--- src/rtl/dac_slew_defines.svh ---
// Constants for the waveform-settings and shared-configuration block.
// Assumes a 100 MHz clock and 8-bit register indices from the serial interface.
`ifndef DAC_SLEW_DEFINES_SVH
`define DAC_SLEW_DEFINES_SVH
// Register indices
`define ADDR_WAVE_SET_FIRST    8'h06
`define ADDR_WAVE_SET_SECOND   8'h18
`define ADDR_CODE_WORD_FIRST   8'h19
`define ADDR_CODE_WORD_SECOND  8'h1c
`define ADDR_SHARED_SETTINGS   8'h1f
`define ADDR_SHARED_ACTION     8'h20
`define ADDR_SHARED_RUN        8'h21
// Shared settings word fields
`define SHARED_RST             16'h0fff
`define F_WINDOW_HOLD          15
`define F_WRITE_LOCK           14
`define F_FAULT_ROW            13
`define F_INT_REF              12
`define F_VOLT_SECOND_HI       11
`define F_VOLT_SECOND_LO       10
`define F_CURR_SECOND          9
`define F_VOLT_FIRST_HI        2
`define F_VOLT_FIRST_LO        1
`define F_CURR_FIRST           0
// Shared action and run fields
`define F_KEY_HI               15
`define F_KEY_LO               12
`define UNLOCK_KEY             4'h5
`define F_RUN_SECOND           0
`define F_RUN_FIRST            12
// Waveform settings fields
`define F_WAVE_HI              10
`define F_WAVE_LO              8
`define F_LOG_SLEW             7
`define F_RISE_HI              6
`define F_RISE_LO              4
`define F_FALL_HI              3
`define F_FALL_LO              1
`define WAVE_TRIANGLE          3'h0
`define WAVE_SAW               3'h1
`define WAVE_INV_SAW           3'h2
`define WAVE_SINE              3'h4
`define WAVE_OFF               3'h7
// Code word layout
`define F_CODE_HI              15
`define F_CODE_LO              4
`define CODE_IGNORED           4'h0
// Ramp arithmetic: 8 fraction bits, growth of 1/32 per step
`define FRAC_ONE               21'h000100
`define GROW_SHIFT             5
// Step intervals in ns and the clock period in ns
`define CLK_NS                 10
`define STEP_NS_0              4000
`define STEP_NS_1              12000
`define STEP_NS_2              27040
`define STEP_NS_3              60720
`define STEP_NS_4              136720
`define STEP_NS_5              418640
`define STEP_NS_6              1282000
`define STEP_NS_7              5127920
`endif

--- src/rtl/dac_slew_pkg.sv ---
// Types shared by the waveform-settings and shared-configuration block.
// Assumes the constants header is included by the design file.
package dac_slew_pkg;
    typedef enum logic [1:0] {PH_IDLE, PH_UP, PH_DOWN} ramp_phase_t;

    typedef struct packed {
        logic [15:0] wave_set;
        logic [15:0] code_word;
        ramp_phase_t ph;
        logic [20:0] pos;
        logic [20:0] step;
        logic [19:0] timer;
        logic [11:0] out;
        logic        busy;
    } chan_t;

    typedef struct packed {
        chan_t [1:0] ch;
        logic [15:0] shared;
        logic [3:0]  key;
        logic [1:0]  run;
        logic [15:0] rdata;
        logic        rvalid;
    } state_t;
endpackage : dac_slew_pkg

--- src/rtl/dac_log_slew_and_common_config.sv ---
// Register bank for per-channel log-slew waveform settings, code words and shared settings.
// Assumes a decoded serial register port on clk; bound codes come from same-clock logic.
// What this block does
// Slew-type bit set: ramp between bound codes, either direction, 3.125 percent steps.
// Rising: next step is present step times one plus 1/32.
// Falling: next step is present step times one minus 1/32.
// Lower bound zero: ramp starts at code one.
// Rise interval field bits 6-4 picks 4 to 5127.92 us per step.
// Fall interval field bits 3-1 uses the same eight intervals.
// Wave select: triangle, sawtooth, inverse sawtooth, sine, off; others invalid.
// Code word holds left-aligned straight binary in bits 15-4.
// Code word resets to zero; bits 3-0 ignored on write.
// Shared bit 15 selects latching window-comparator output.
// Lock bit 14 blocks register writes until unlocked.
// Host writes unlock key first, then writes lock bit zero.
// Shared bit 13 selects fault-log row 0x00 or 0x01.
// Host sets reference enable before internal-reference gains; off at reset.
// Two-bit voltage power field per channel; current power-down bit per channel.
// Shared word resets to 0fff: outputs powered down, bits 15-12 clear.
// Unlock key is pattern 0101.
// Per-channel run bit starts generation when one, stops when zero.
// Steps timed by internal counter; output stops at bound without overshoot.
// Invalid wave code stored but no generation; output holds.
// Locked writes other than key and lock bit are ignored.
`include "dac_slew_defines.svh"
`timescale 1ns/1ps
`default_nettype none

module dac_log_slew_and_common_config #(
    parameter int unsigned RES_BITS  = 12,
    parameter int unsigned STEP_CYC [8] = '{`STEP_NS_0 / `CLK_NS, `STEP_NS_1 / `CLK_NS,
                                            `STEP_NS_2 / `CLK_NS, `STEP_NS_3 / `CLK_NS,
                                            `STEP_NS_4 / `CLK_NS, `STEP_NS_5 / `CLK_NS,
                                            `STEP_NS_6 / `CLK_NS, `STEP_NS_7 / `CLK_NS}
) (
    input  wire logic        clk,
    input  wire logic        rst_n,
    input  wire logic        wr_en,
    input  wire logic        rd_en,
    input  wire logic [7:0]  reg_addr,
    input  wire logic [15:0] wr_data,
    input  wire logic [11:0] bound_low_first,
    input  wire logic [11:0] bound_high_first,
    input  wire logic [11:0] bound_low_second,
    input  wire logic [11:0] bound_high_second,
    output logic      [15:0] rd_data,
    output logic             rd_valid,
    output logic      [11:0] out_code_first,
    output logic      [11:0] out_code_second,
    output logic             busy_first,
    output logic             busy_second,
    output logic             window_hold_select,
    output logic             fault_log_row_select,
    output logic             int_ref_enable,
    output logic      [1:0]  volt_out_shutdown_first,
    output logic      [1:0]  volt_out_shutdown_second,
    output logic             curr_out_shutdown_first,
    output logic             curr_out_shutdown_second
);
    // Channel 0 is the first (0x19 / 0x06), channel 1 the second (0x1c / 0x18)
    localparam logic [11:0] RES_MASK = 12'(((1 << RES_BITS) - 1) << (12 - RES_BITS));

    dac_slew_pkg::state_t st_r;
    dac_slew_pkg::state_t st_nxt;
    logic [11:0]          lo_in [2];
    logic [11:0]          hi_in [2];

    assign lo_in[0] = bound_low_first;
    assign lo_in[1] = bound_low_second;
    assign hi_in[0] = bound_high_first;
    assign hi_in[1] = bound_high_second;

    // Interval decode, shared by rise and fall fields
    function automatic logic [19:0] step_interval(input logic [2:0] sel);
        step_interval = 20'(STEP_CYC[sel]);
    endfunction : step_interval

    function automatic logic wave_valid(input logic [2:0] w);
        wave_valid = (w == `WAVE_TRIANGLE) || (w == `WAVE_SAW) ||
                     (w == `WAVE_INV_SAW) || (w == `WAVE_SINE);
    endfunction : wave_valid

    ////////////////////////////////////////////////////////////////////////
    // Next-state logic: register writes, readback, ramp engines
    always_comb begin
        logic        locked;
        logic [2:0]  wave;
        logic [20:0] lo_fx;
        logic [20:0] hi_fx;
        logic [20:0] down_step;
        logic [21:0] sum;
        logic [19:0] ivl;
        locked    = st_r.shared[`F_WRITE_LOCK];
        wave      = 3'h0;
        lo_fx     = '0;
        hi_fx     = '0;
        down_step = '0;
        sum       = '0;
        ivl       = '0;
        st_nxt    = st_r;
        st_nxt.rvalid = rd_en;
        st_nxt.rdata  = 16'h0000;
        // Readback; unmapped indices read zero
        if (rd_en) begin
            case (reg_addr)
                `ADDR_WAVE_SET_FIRST:   st_nxt.rdata = st_r.ch[0].wave_set;
                `ADDR_WAVE_SET_SECOND:  st_nxt.rdata = st_r.ch[1].wave_set;
                `ADDR_CODE_WORD_FIRST:  st_nxt.rdata = st_r.ch[0].code_word;
                `ADDR_CODE_WORD_SECOND: st_nxt.rdata = st_r.ch[1].code_word;
                `ADDR_SHARED_SETTINGS:  st_nxt.rdata = st_r.shared;
                `ADDR_SHARED_ACTION:    st_nxt.rdata = {st_r.key, 12'h000};
                `ADDR_SHARED_RUN:       st_nxt.rdata = {3'h0, st_r.run[0], 11'h000, st_r.run[1]};
                default:                st_nxt.rdata = 16'h0000;
            endcase
        end
        // Writes; while locked only the key field and the lock bit get through
        if (wr_en) begin
            case (reg_addr)
                `ADDR_SHARED_ACTION: st_nxt.key = wr_data[`F_KEY_HI:`F_KEY_LO];
                `ADDR_SHARED_SETTINGS: begin
                    if (!locked) begin
                        st_nxt.shared = wr_data;
                    end else if (!wr_data[`F_WRITE_LOCK] && st_r.key == `UNLOCK_KEY) begin
                        st_nxt.shared[`F_WRITE_LOCK] = 1'b0;
                    end
                end
                `ADDR_SHARED_RUN: begin
                    if (!locked) begin
                        st_nxt.run[0] = wr_data[`F_RUN_FIRST];
                        st_nxt.run[1] = wr_data[`F_RUN_SECOND];
                    end
                end
                `ADDR_WAVE_SET_FIRST:   if (!locked) st_nxt.ch[0].wave_set = wr_data;
                `ADDR_WAVE_SET_SECOND:  if (!locked) st_nxt.ch[1].wave_set = wr_data;
                `ADDR_CODE_WORD_FIRST:  if (!locked) begin
                    st_nxt.ch[0].code_word = {wr_data[`F_CODE_HI:`F_CODE_LO] & RES_MASK, `CODE_IGNORED};
                end
                `ADDR_CODE_WORD_SECOND: if (!locked) begin
                    st_nxt.ch[1].code_word = {wr_data[`F_CODE_HI:`F_CODE_LO] & RES_MASK, `CODE_IGNORED};
                end
                default: ;
            endcase
        end
        // Ramp engines, one per channel
        for (int i = 0; i < 2; i++) begin
            wave      = st_r.ch[i].wave_set[`F_WAVE_HI:`F_WAVE_LO];
            lo_fx     = {1'b0, (lo_in[i] == 12'h000) ? 12'h001 : lo_in[i], 8'h00};
            hi_fx     = {1'b0, hi_in[i], 8'h00};
            down_step = (hi_fx >> `GROW_SHIFT) < `FRAC_ONE ? `FRAC_ONE : hi_fx >> `GROW_SHIFT;
            sum       = 22'(st_r.ch[i].pos) + 22'(st_r.ch[i].step);
            ivl       = (st_r.ch[i].ph == dac_slew_pkg::PH_DOWN)
                        ? step_interval(st_r.ch[i].wave_set[`F_FALL_HI:`F_FALL_LO])
                        : step_interval(st_r.ch[i].wave_set[`F_RISE_HI:`F_RISE_LO]);
            if (!st_r.run[i]) begin
                // Stopped: output follows the code word
                st_nxt.ch[i].ph    = dac_slew_pkg::PH_IDLE;
                st_nxt.ch[i].out   = st_r.ch[i].code_word[`F_CODE_HI:`F_CODE_LO];
                st_nxt.ch[i].timer = '0;
            end else if (!wave_valid(wave) || !st_r.ch[i].wave_set[`F_LOG_SLEW]) begin
                // Invalid, off or linear mode: hold the present code
                st_nxt.ch[i].ph = dac_slew_pkg::PH_IDLE;
            end else if (st_r.ch[i].ph == dac_slew_pkg::PH_IDLE) begin
                st_nxt.ch[i].timer = '0;
                if (wave == `WAVE_INV_SAW) begin
                    st_nxt.ch[i].ph   = dac_slew_pkg::PH_DOWN;
                    st_nxt.ch[i].pos  = hi_fx;
                    st_nxt.ch[i].step = down_step;
                end else begin
                    st_nxt.ch[i].ph   = dac_slew_pkg::PH_UP;
                    st_nxt.ch[i].pos  = lo_fx;
                    st_nxt.ch[i].step = `FRAC_ONE;
                end
            end else if (st_r.ch[i].timer < ivl - 20'h00001) begin
                st_nxt.ch[i].timer = st_r.ch[i].timer + 20'h00001;
            end else begin
                st_nxt.ch[i].timer = '0;
                if (st_r.ch[i].ph == dac_slew_pkg::PH_UP) begin
                    if (sum >= 22'(hi_fx)) begin
                        // Clamp at the upper bound, never past it
                        st_nxt.ch[i].pos = hi_fx;
                        if (wave == `WAVE_SAW) begin
                            st_nxt.ch[i].pos  = lo_fx;
                            st_nxt.ch[i].step = `FRAC_ONE;
                        end else begin
                            st_nxt.ch[i].ph   = dac_slew_pkg::PH_DOWN;
                            st_nxt.ch[i].step = down_step;
                        end
                    end else begin
                        st_nxt.ch[i].pos  = sum[20:0];
                        st_nxt.ch[i].step = st_r.ch[i].step + (st_r.ch[i].step >> `GROW_SHIFT);
                    end
                end else begin
                    if (22'(st_r.ch[i].pos) <= 22'(lo_fx) + 22'(st_r.ch[i].step)) begin
                        // Clamp at the lower bound
                        st_nxt.ch[i].pos = lo_fx;
                        if (wave == `WAVE_INV_SAW) begin
                            st_nxt.ch[i].pos  = hi_fx;
                            st_nxt.ch[i].step = down_step;
                        end else begin
                            st_nxt.ch[i].ph   = dac_slew_pkg::PH_UP;
                            st_nxt.ch[i].step = `FRAC_ONE;
                        end
                    end else begin
                        st_nxt.ch[i].pos  = st_r.ch[i].pos - st_r.ch[i].step;
                        st_nxt.ch[i].step = st_r.ch[i].step - (st_r.ch[i].step >> `GROW_SHIFT);
                    end
                end
            end
            if (st_nxt.ch[i].ph != dac_slew_pkg::PH_IDLE) begin
                st_nxt.ch[i].out = st_nxt.ch[i].pos[19:8] & RES_MASK;
            end
            st_nxt.ch[i].busy = (st_nxt.ch[i].ph != dac_slew_pkg::PH_IDLE);
        end
    end

    ////////////////////////////////////////////////////////////////////////
    // State register
    always_ff @(posedge clk) begin
        if (!rst_n) begin
            st_r        <= '0;
            st_r.shared <= `SHARED_RST;
        end else begin
            st_r <= st_nxt;
        end
    end

    // Outputs taken straight from the state register
    assign rd_data                  = st_r.rdata;
    assign rd_valid                 = st_r.rvalid;
    assign out_code_first           = st_r.ch[0].out;
    assign out_code_second          = st_r.ch[1].out;
    assign busy_first               = st_r.ch[0].busy;
    assign busy_second              = st_r.ch[1].busy;
    assign window_hold_select       = st_r.shared[`F_WINDOW_HOLD];
    assign fault_log_row_select     = st_r.shared[`F_FAULT_ROW];
    assign int_ref_enable           = st_r.shared[`F_INT_REF];
    assign volt_out_shutdown_first  = st_r.shared[`F_VOLT_FIRST_HI:`F_VOLT_FIRST_LO];
    assign volt_out_shutdown_second = st_r.shared[`F_VOLT_SECOND_HI:`F_VOLT_SECOND_LO];
    assign curr_out_shutdown_first  = st_r.shared[`F_CURR_FIRST];
    assign curr_out_shutdown_second = st_r.shared[`F_CURR_SECOND];

    ////////////////////////////////////////////////////////////////////////
    // Checks on channel 0 and the register file
    logic ch0_tick;
    assign ch0_tick = st_r.run[0] && st_r.ch[0].busy && st_nxt.ch[0].timer == 20'h00000;

    property p_lock_holds;
        @(posedge clk) disable iff (!rst_n)
        (st_r.shared[`F_WRITE_LOCK] && wr_en && reg_addr == `ADDR_CODE_WORD_FIRST) |=> $stable(st_r.ch[0].code_word);
    endproperty
    a_lock_holds: assert property (p_lock_holds) else $error("locked write changed code word");

    property p_unlock_needs_key;
        @(posedge clk) disable iff (!rst_n)
        (st_r.shared[`F_WRITE_LOCK] && st_r.key != `UNLOCK_KEY && wr_en && reg_addr == `ADDR_SHARED_SETTINGS)
        |=> st_r.shared[`F_WRITE_LOCK];
    endproperty
    a_unlock_needs_key: assert property (p_unlock_needs_key) else $error("lock cleared without key");

    property p_code_low_zero;
        @(posedge clk) disable iff (!rst_n)
        (wr_en && !st_r.shared[`F_WRITE_LOCK] && reg_addr == `ADDR_CODE_WORD_FIRST)
        |=> st_r.ch[0].code_word[3:0] == `CODE_IGNORED && st_r.ch[0].code_word[15:4] == ($past(wr_data[15:4]) & RES_MASK);
    endproperty
    a_code_low_zero: assert property (p_code_low_zero) else $error("code word write wrong");

    property p_reset_shared;
        @(posedge clk) !rst_n |=> (volt_out_shutdown_first == 2'h3 && curr_out_shutdown_second && !int_ref_enable);
    endproperty
    a_reset_shared: assert property (p_reset_shared) else $error("shared word reset wrong");

    property p_row_follows;
        @(posedge clk) disable iff (!rst_n)
        (wr_en && !st_r.shared[`F_WRITE_LOCK] && reg_addr == `ADDR_SHARED_SETTINGS)
        |=> fault_log_row_select == $past(wr_data[13]) && window_hold_select == $past(wr_data[15]);
    endproperty
    a_row_follows: assert property (p_row_follows) else $error("shared fields not stored");

    property p_grow_up;
        @(posedge clk) disable iff (!rst_n)
        (ch0_tick && st_r.ch[0].ph == dac_slew_pkg::PH_UP && st_nxt.ch[0].ph == dac_slew_pkg::PH_UP
         && st_nxt.ch[0].pos != st_r.ch[0].pos
         && st_nxt.ch[0].pos != {1'b0, (lo_in[0] == 12'h000) ? 12'h001 : lo_in[0], 8'h00})
        |=> st_r.ch[0].step == $past(st_r.ch[0].step) + ($past(st_r.ch[0].step) >> 5);
    endproperty
    a_grow_up: assert property (p_grow_up) else $error("rising step growth wrong");

    property p_shrink_down;
        @(posedge clk) disable iff (!rst_n)
        (ch0_tick && st_r.ch[0].ph == dac_slew_pkg::PH_DOWN && st_nxt.ch[0].ph == dac_slew_pkg::PH_DOWN
         && st_nxt.ch[0].pos < st_r.ch[0].pos)
        |=> st_r.ch[0].step == $past(st_r.ch[0].step) - ($past(st_r.ch[0].step) >> 5);
    endproperty
    a_shrink_down: assert property (p_shrink_down) else $error("falling step shrink wrong");

    property p_in_bounds;
        @(posedge clk) disable iff (!rst_n)
        (busy_first && $stable(bound_high_first) && $stable(bound_low_first))
        |-> out_code_first <= (bound_high_first & RES_MASK);
    endproperty
    a_in_bounds: assert property (p_in_bounds) else $error("ramp overshoot");

    property p_start_one;
        @(posedge clk) disable iff (!rst_n)
        (st_r.run[0] && !busy_first && wave_valid(st_r.ch[0].wave_set[10:8]) && st_r.ch[0].wave_set[7]
         && st_r.ch[0].wave_set[10:8] != `WAVE_INV_SAW && bound_low_first == 12'h000)
        |=> out_code_first == (12'h001 & RES_MASK);
    endproperty
    a_start_one: assert property (p_start_one) else $error("zero low bound start wrong");

    property p_invalid_hold;
        @(posedge clk) disable iff (!rst_n)
        (st_r.run[0] && !wave_valid(st_r.ch[0].wave_set[10:8])) ##1 (st_r.run[0] && !wave_valid(st_r.ch[0].wave_set[10:8]))
        |-> $stable(out_code_first) && !busy_first;
    endproperty
    a_invalid_hold: assert property (p_invalid_hold) else $error("invalid wave moved output");

    c_unlock:   cover property (@(posedge clk) disable iff (!rst_n) $fell(st_r.shared[`F_WRITE_LOCK]));
    c_turn:     cover property (@(posedge clk) disable iff (!rst_n) busy_first && $changed(st_r.ch[0].ph));
    c_run_stop: cover property (@(posedge clk) disable iff (!rst_n) $fell(busy_second));
endmodule : dac_log_slew_and_common_config

`default_nettype wire

--- config.mk ---
export PLATFORM = sky130hd
export DESIGN_NAME = dac_log_slew_and_common_config
export DESIGN_NICKNAME = d
export VERILOG_FILES = /design/src/rtl/dac_slew_pkg.sv /design/src/rtl/dac_log_slew_and_common_config.sv
export VERILOG_INCLUDE_DIRS = /design/src /design/src/rtl
export SDC_FILE = /design/constraint.sdc
export NUM_CORES = 1
export LEC_CHECK = 0
export ABC_AREA = 1
export BUFFER_PORTS_ARGS = -buffer_cell sky130_fd_sc_hd__buf_4
export CORE_ASPECT_RATIO = 1.25
export CORE_MARGIN = 3
export CORE_UTILIZATION = 25
export CTS_BUF_LIST = sky130_fd_sc_hd__clkbuf_8
export DETAILED_ROUTE_END_ITERATION = 16
export PLACE_DENSITY_LB_ADDON = 0.1
export SYNTH_ARGS = -nofsm -noshare
export SYNTH_HDL_FRONTEND = slang
export SYNTH_SLANG_ARGS = --single-unit
--- constraint.sdc ---
create_clock -name clk -period 5.25 [get_ports clk]
set_clock_uncertainty 0.15 [all_clocks]
set_input_delay 1.05 -clock clk [delete_from_list [all_inputs] [get_ports clk]]
set_output_delay 1.05 -clock clk [all_outputs]
set_load 0.02 [all_outputs]
==> reports/results.ini <==
[hold_path]
hp-class=register to register
holdPathEnd=st_r[146]
hp-start=st_r[146]
worstHoldPathCells=2

[clock_network]
clock_path_buffers=3
cts_sinks=249
cts.clk_slew.worst_paths_ps=60
cts_buffers=52
cts-root-buf=clkbuf_8
cts_tree=built
htree_levels=2
clock_latency_ps=690

[finish]
seq_area_mm2=0.004985
drive_above_1_share_pct=13.28
area_delta_synth_final_pct=17.33
final_cells=5483
fin_nets=4498
multi_input_area_mm2=0.01742
post-route-util_pct=29.78
n_fill_cell=11210

[setup_path]
path_max_fanout=9
crit_arrival_ps=5340
start_kind=register
timing.rr.start=st_r[187]
reg2reg_depth=25
worstReg2RegEnd=out_code_second[10]
critPathRequiredTime_ps=5660
end_kind=register
critPathKind=register to register
regToRegSetupSlack_ps=330

[grt]
grt_pass1_vias=26970
grt_util_all_layers_pct=21.94
grt_max_degree=39
antenna_found_initial=5
grt_pass1_wl_um=176100
grt_overflow=0

[synth]
syn_avg_cell_area_um2=6.395
synth_area_leaders=dfxtp_1 (20%), ha_1 (14%), nand2_1 (11%)
yosysSeqAreaShare_pct=19.72
synthArstFlopShare_pct=0
yosys-top-cells-count=nand2_1 (763), inv_1 (446), a21oi_1 (402), nor2_1 (369), nand3_1 (278)
ys_ff_latch=249
synthesis.area_mm2=0.02528
ys_warn_count=0
synth.most_common_cell=nand2_1
synth_top_area_share_pct=19.72
yosysTopAreaCell=dfxtp_1
synth_edf_count=0
synth_cells=3953
ys_dominant_reg_cell=dfxtp_1
synth.distinct_cells=68

[floorplan]
ios=128
start_util_pct=25.38
die_h_um=361.5
core-area_mm2=0.09959
die_w_um=290.4
design.die.area_mm2=0.1050
rows=129

[power_and_ir_drop]
p_total_uw=4427
p_seq_share_pct=42.8
cellPowerDensity_mw_per_mm2=149.3
ir_worst_vdd_v=0.0001439
p_sw_uw=1198
swShare_pct=27.06
internal-power_uw=3229
pwr-share-comb_pct=6.4
clockPowerShare_pct=50.9
leakagePower_uw=0.01372

[timing]
holdWs_ps=296.0
fmax_mhz=203.1
finalCriticalPeriod_ps=4924
setup_tns_ps=0
drv_slew=0
worst_pin_slew_ps=1013
hold_viol_final=0
setup_violations=0
max_slew_margin_pct=32.33
rsz0062_at_grt=false
period_share_pct=93.79

[status]
status=finished clean

[routing]
vias=27270
first_pass_iters=5
vias_per_cell=4.973
drc=0
wire_per_inst_um=21.84
totalWireLength_um=119800
first_iter_violations=1791
ant_nets=0

[placed_design]
place.gp.congestion=0.9392
place_inst=5392
dp_hpwl_um=96950
portBuffers=127

[job]
maxCapViolCount=0

[placed cells by master (no fill, tap or decap), types with 35 or more instances in the layout]
master and instances:
a21oi_1 402, buf_4 332, clkbuf_8 63, dfxtp_1 249
ha_1 274, inv_1 460, inv_2 41, nand2_1 763
nand3_1 277, nand4_1 51, nor2_1 365, nor3_1 52
o211ai_1 35, o21ai_0 268, xor2_1 139
[registers in the layout (all words and copies together) (netlist names), 2 cells and up]
register,count
out_code_first,12
out_code_second,12
rd_data,16
st_r,197
volt_out_shutdown_first,2
volt_out_shutdown_second,2
[final cells by class]
class	instances	share of cell area, %
clock buffer	63	2.923
timing repair buffer	341	8.994
multi-input combinational	2998	58.74
inverter	496	6.285
sequential	249	16.81
clock inverter	25	0.7213
tap	1310	5.526
antenna	1	0.008437
[power by group through the flow]
stage / registers, uW / logic, uW / clock network (uW)
6_report: 1890 / 282 / 2250
5_1_grt: 1890 / 309 / 2400
4_1_cts: 1890 / 281 / 2340
3_5_place_dp: 1930 / 280 / 0
3_3_place_gp: 1930 / 282 / 0
2_1_floorplan: 1930 / 121 / 0
[cells by family after synthesis]
| logic type | count (synthesis) | synth area share [%] |
|---|---|---|
| simple gates | 1610 | 27.51 |
| compound gates | 936 | 21.01 |
| buf+inv | 708 | 11.68 |
| fa+ha+maj | 284 | 14.35 |
| flops | 249 | 19.72 |
| xor+xnor | 165 | 5.717 |
| other cells | 1 | 0.01483 |
[layer usage]
metal  GRT usage, %  vias up  wire (um)
li1               -    13510          -
met1          26.23    12840      50030
met2          39.83      688      59600
met3          2.136      229       4203
met4          9.424        0       5945
met5              0        -          0
[critical path, stage by stage (launching register included)]
cell and delay [ps]:
dfxtp_1 350, inv_1 120, ha_1 450, nor2_1 170, inv_2 70, nor3_2 100
nand2_1 100, nand2_1 150, nand3_1 80, nand2_1 150, a21boi_0 130, or2_2 280
nand2_1 160, inv_1 60, ha_1 280, a21oi_1 310, nand4_1 220, a21oi_4 240
nand3_4 240, buf_12 220, buf_4 130, or2_2 280, nand3_1 100, nand3_1 100
nand2_1 90, a21oi_2 50
[timing repair]
item,in CTS,in global routing
buffers inserted,0,1
hold buffers,0,0
gates resized for setup,0,18
endpoints found under the setup margin,0,111
[worst max-delay path by stage]
| stage | slack, ps | depth (start not counted) | end | from |
|---|---|---|---|---|
| after global routing | 1 | 33 | out_code_first[10] | bound_low_first[8] |
| final | 330 | 25 | out_code_second[10] | st_r[187] |
| after floorplan | 110 | 29 | st_r[110] | bound_low_first[8] |
| after detailed placement | -570 | 30 | st_r[79] | bound_low_first[8] |
| after global placement | -530 | 31 | st_r[77] | bound_low_first[8] |
| after CTS | 160 | 30 | st_r[79] | bound_low_first[8] |
[per-stage QoR]
step	instance area [um^2]	setup slack (ps)
finish	29660	326.1
global route	29660	1.358
CTS	29580	158.8
detailed placement	28500	-571.9
global placement	28500	-529.1
floorplan	25280	105.4
Note: power is estimated with default switching activity, not from simulation.
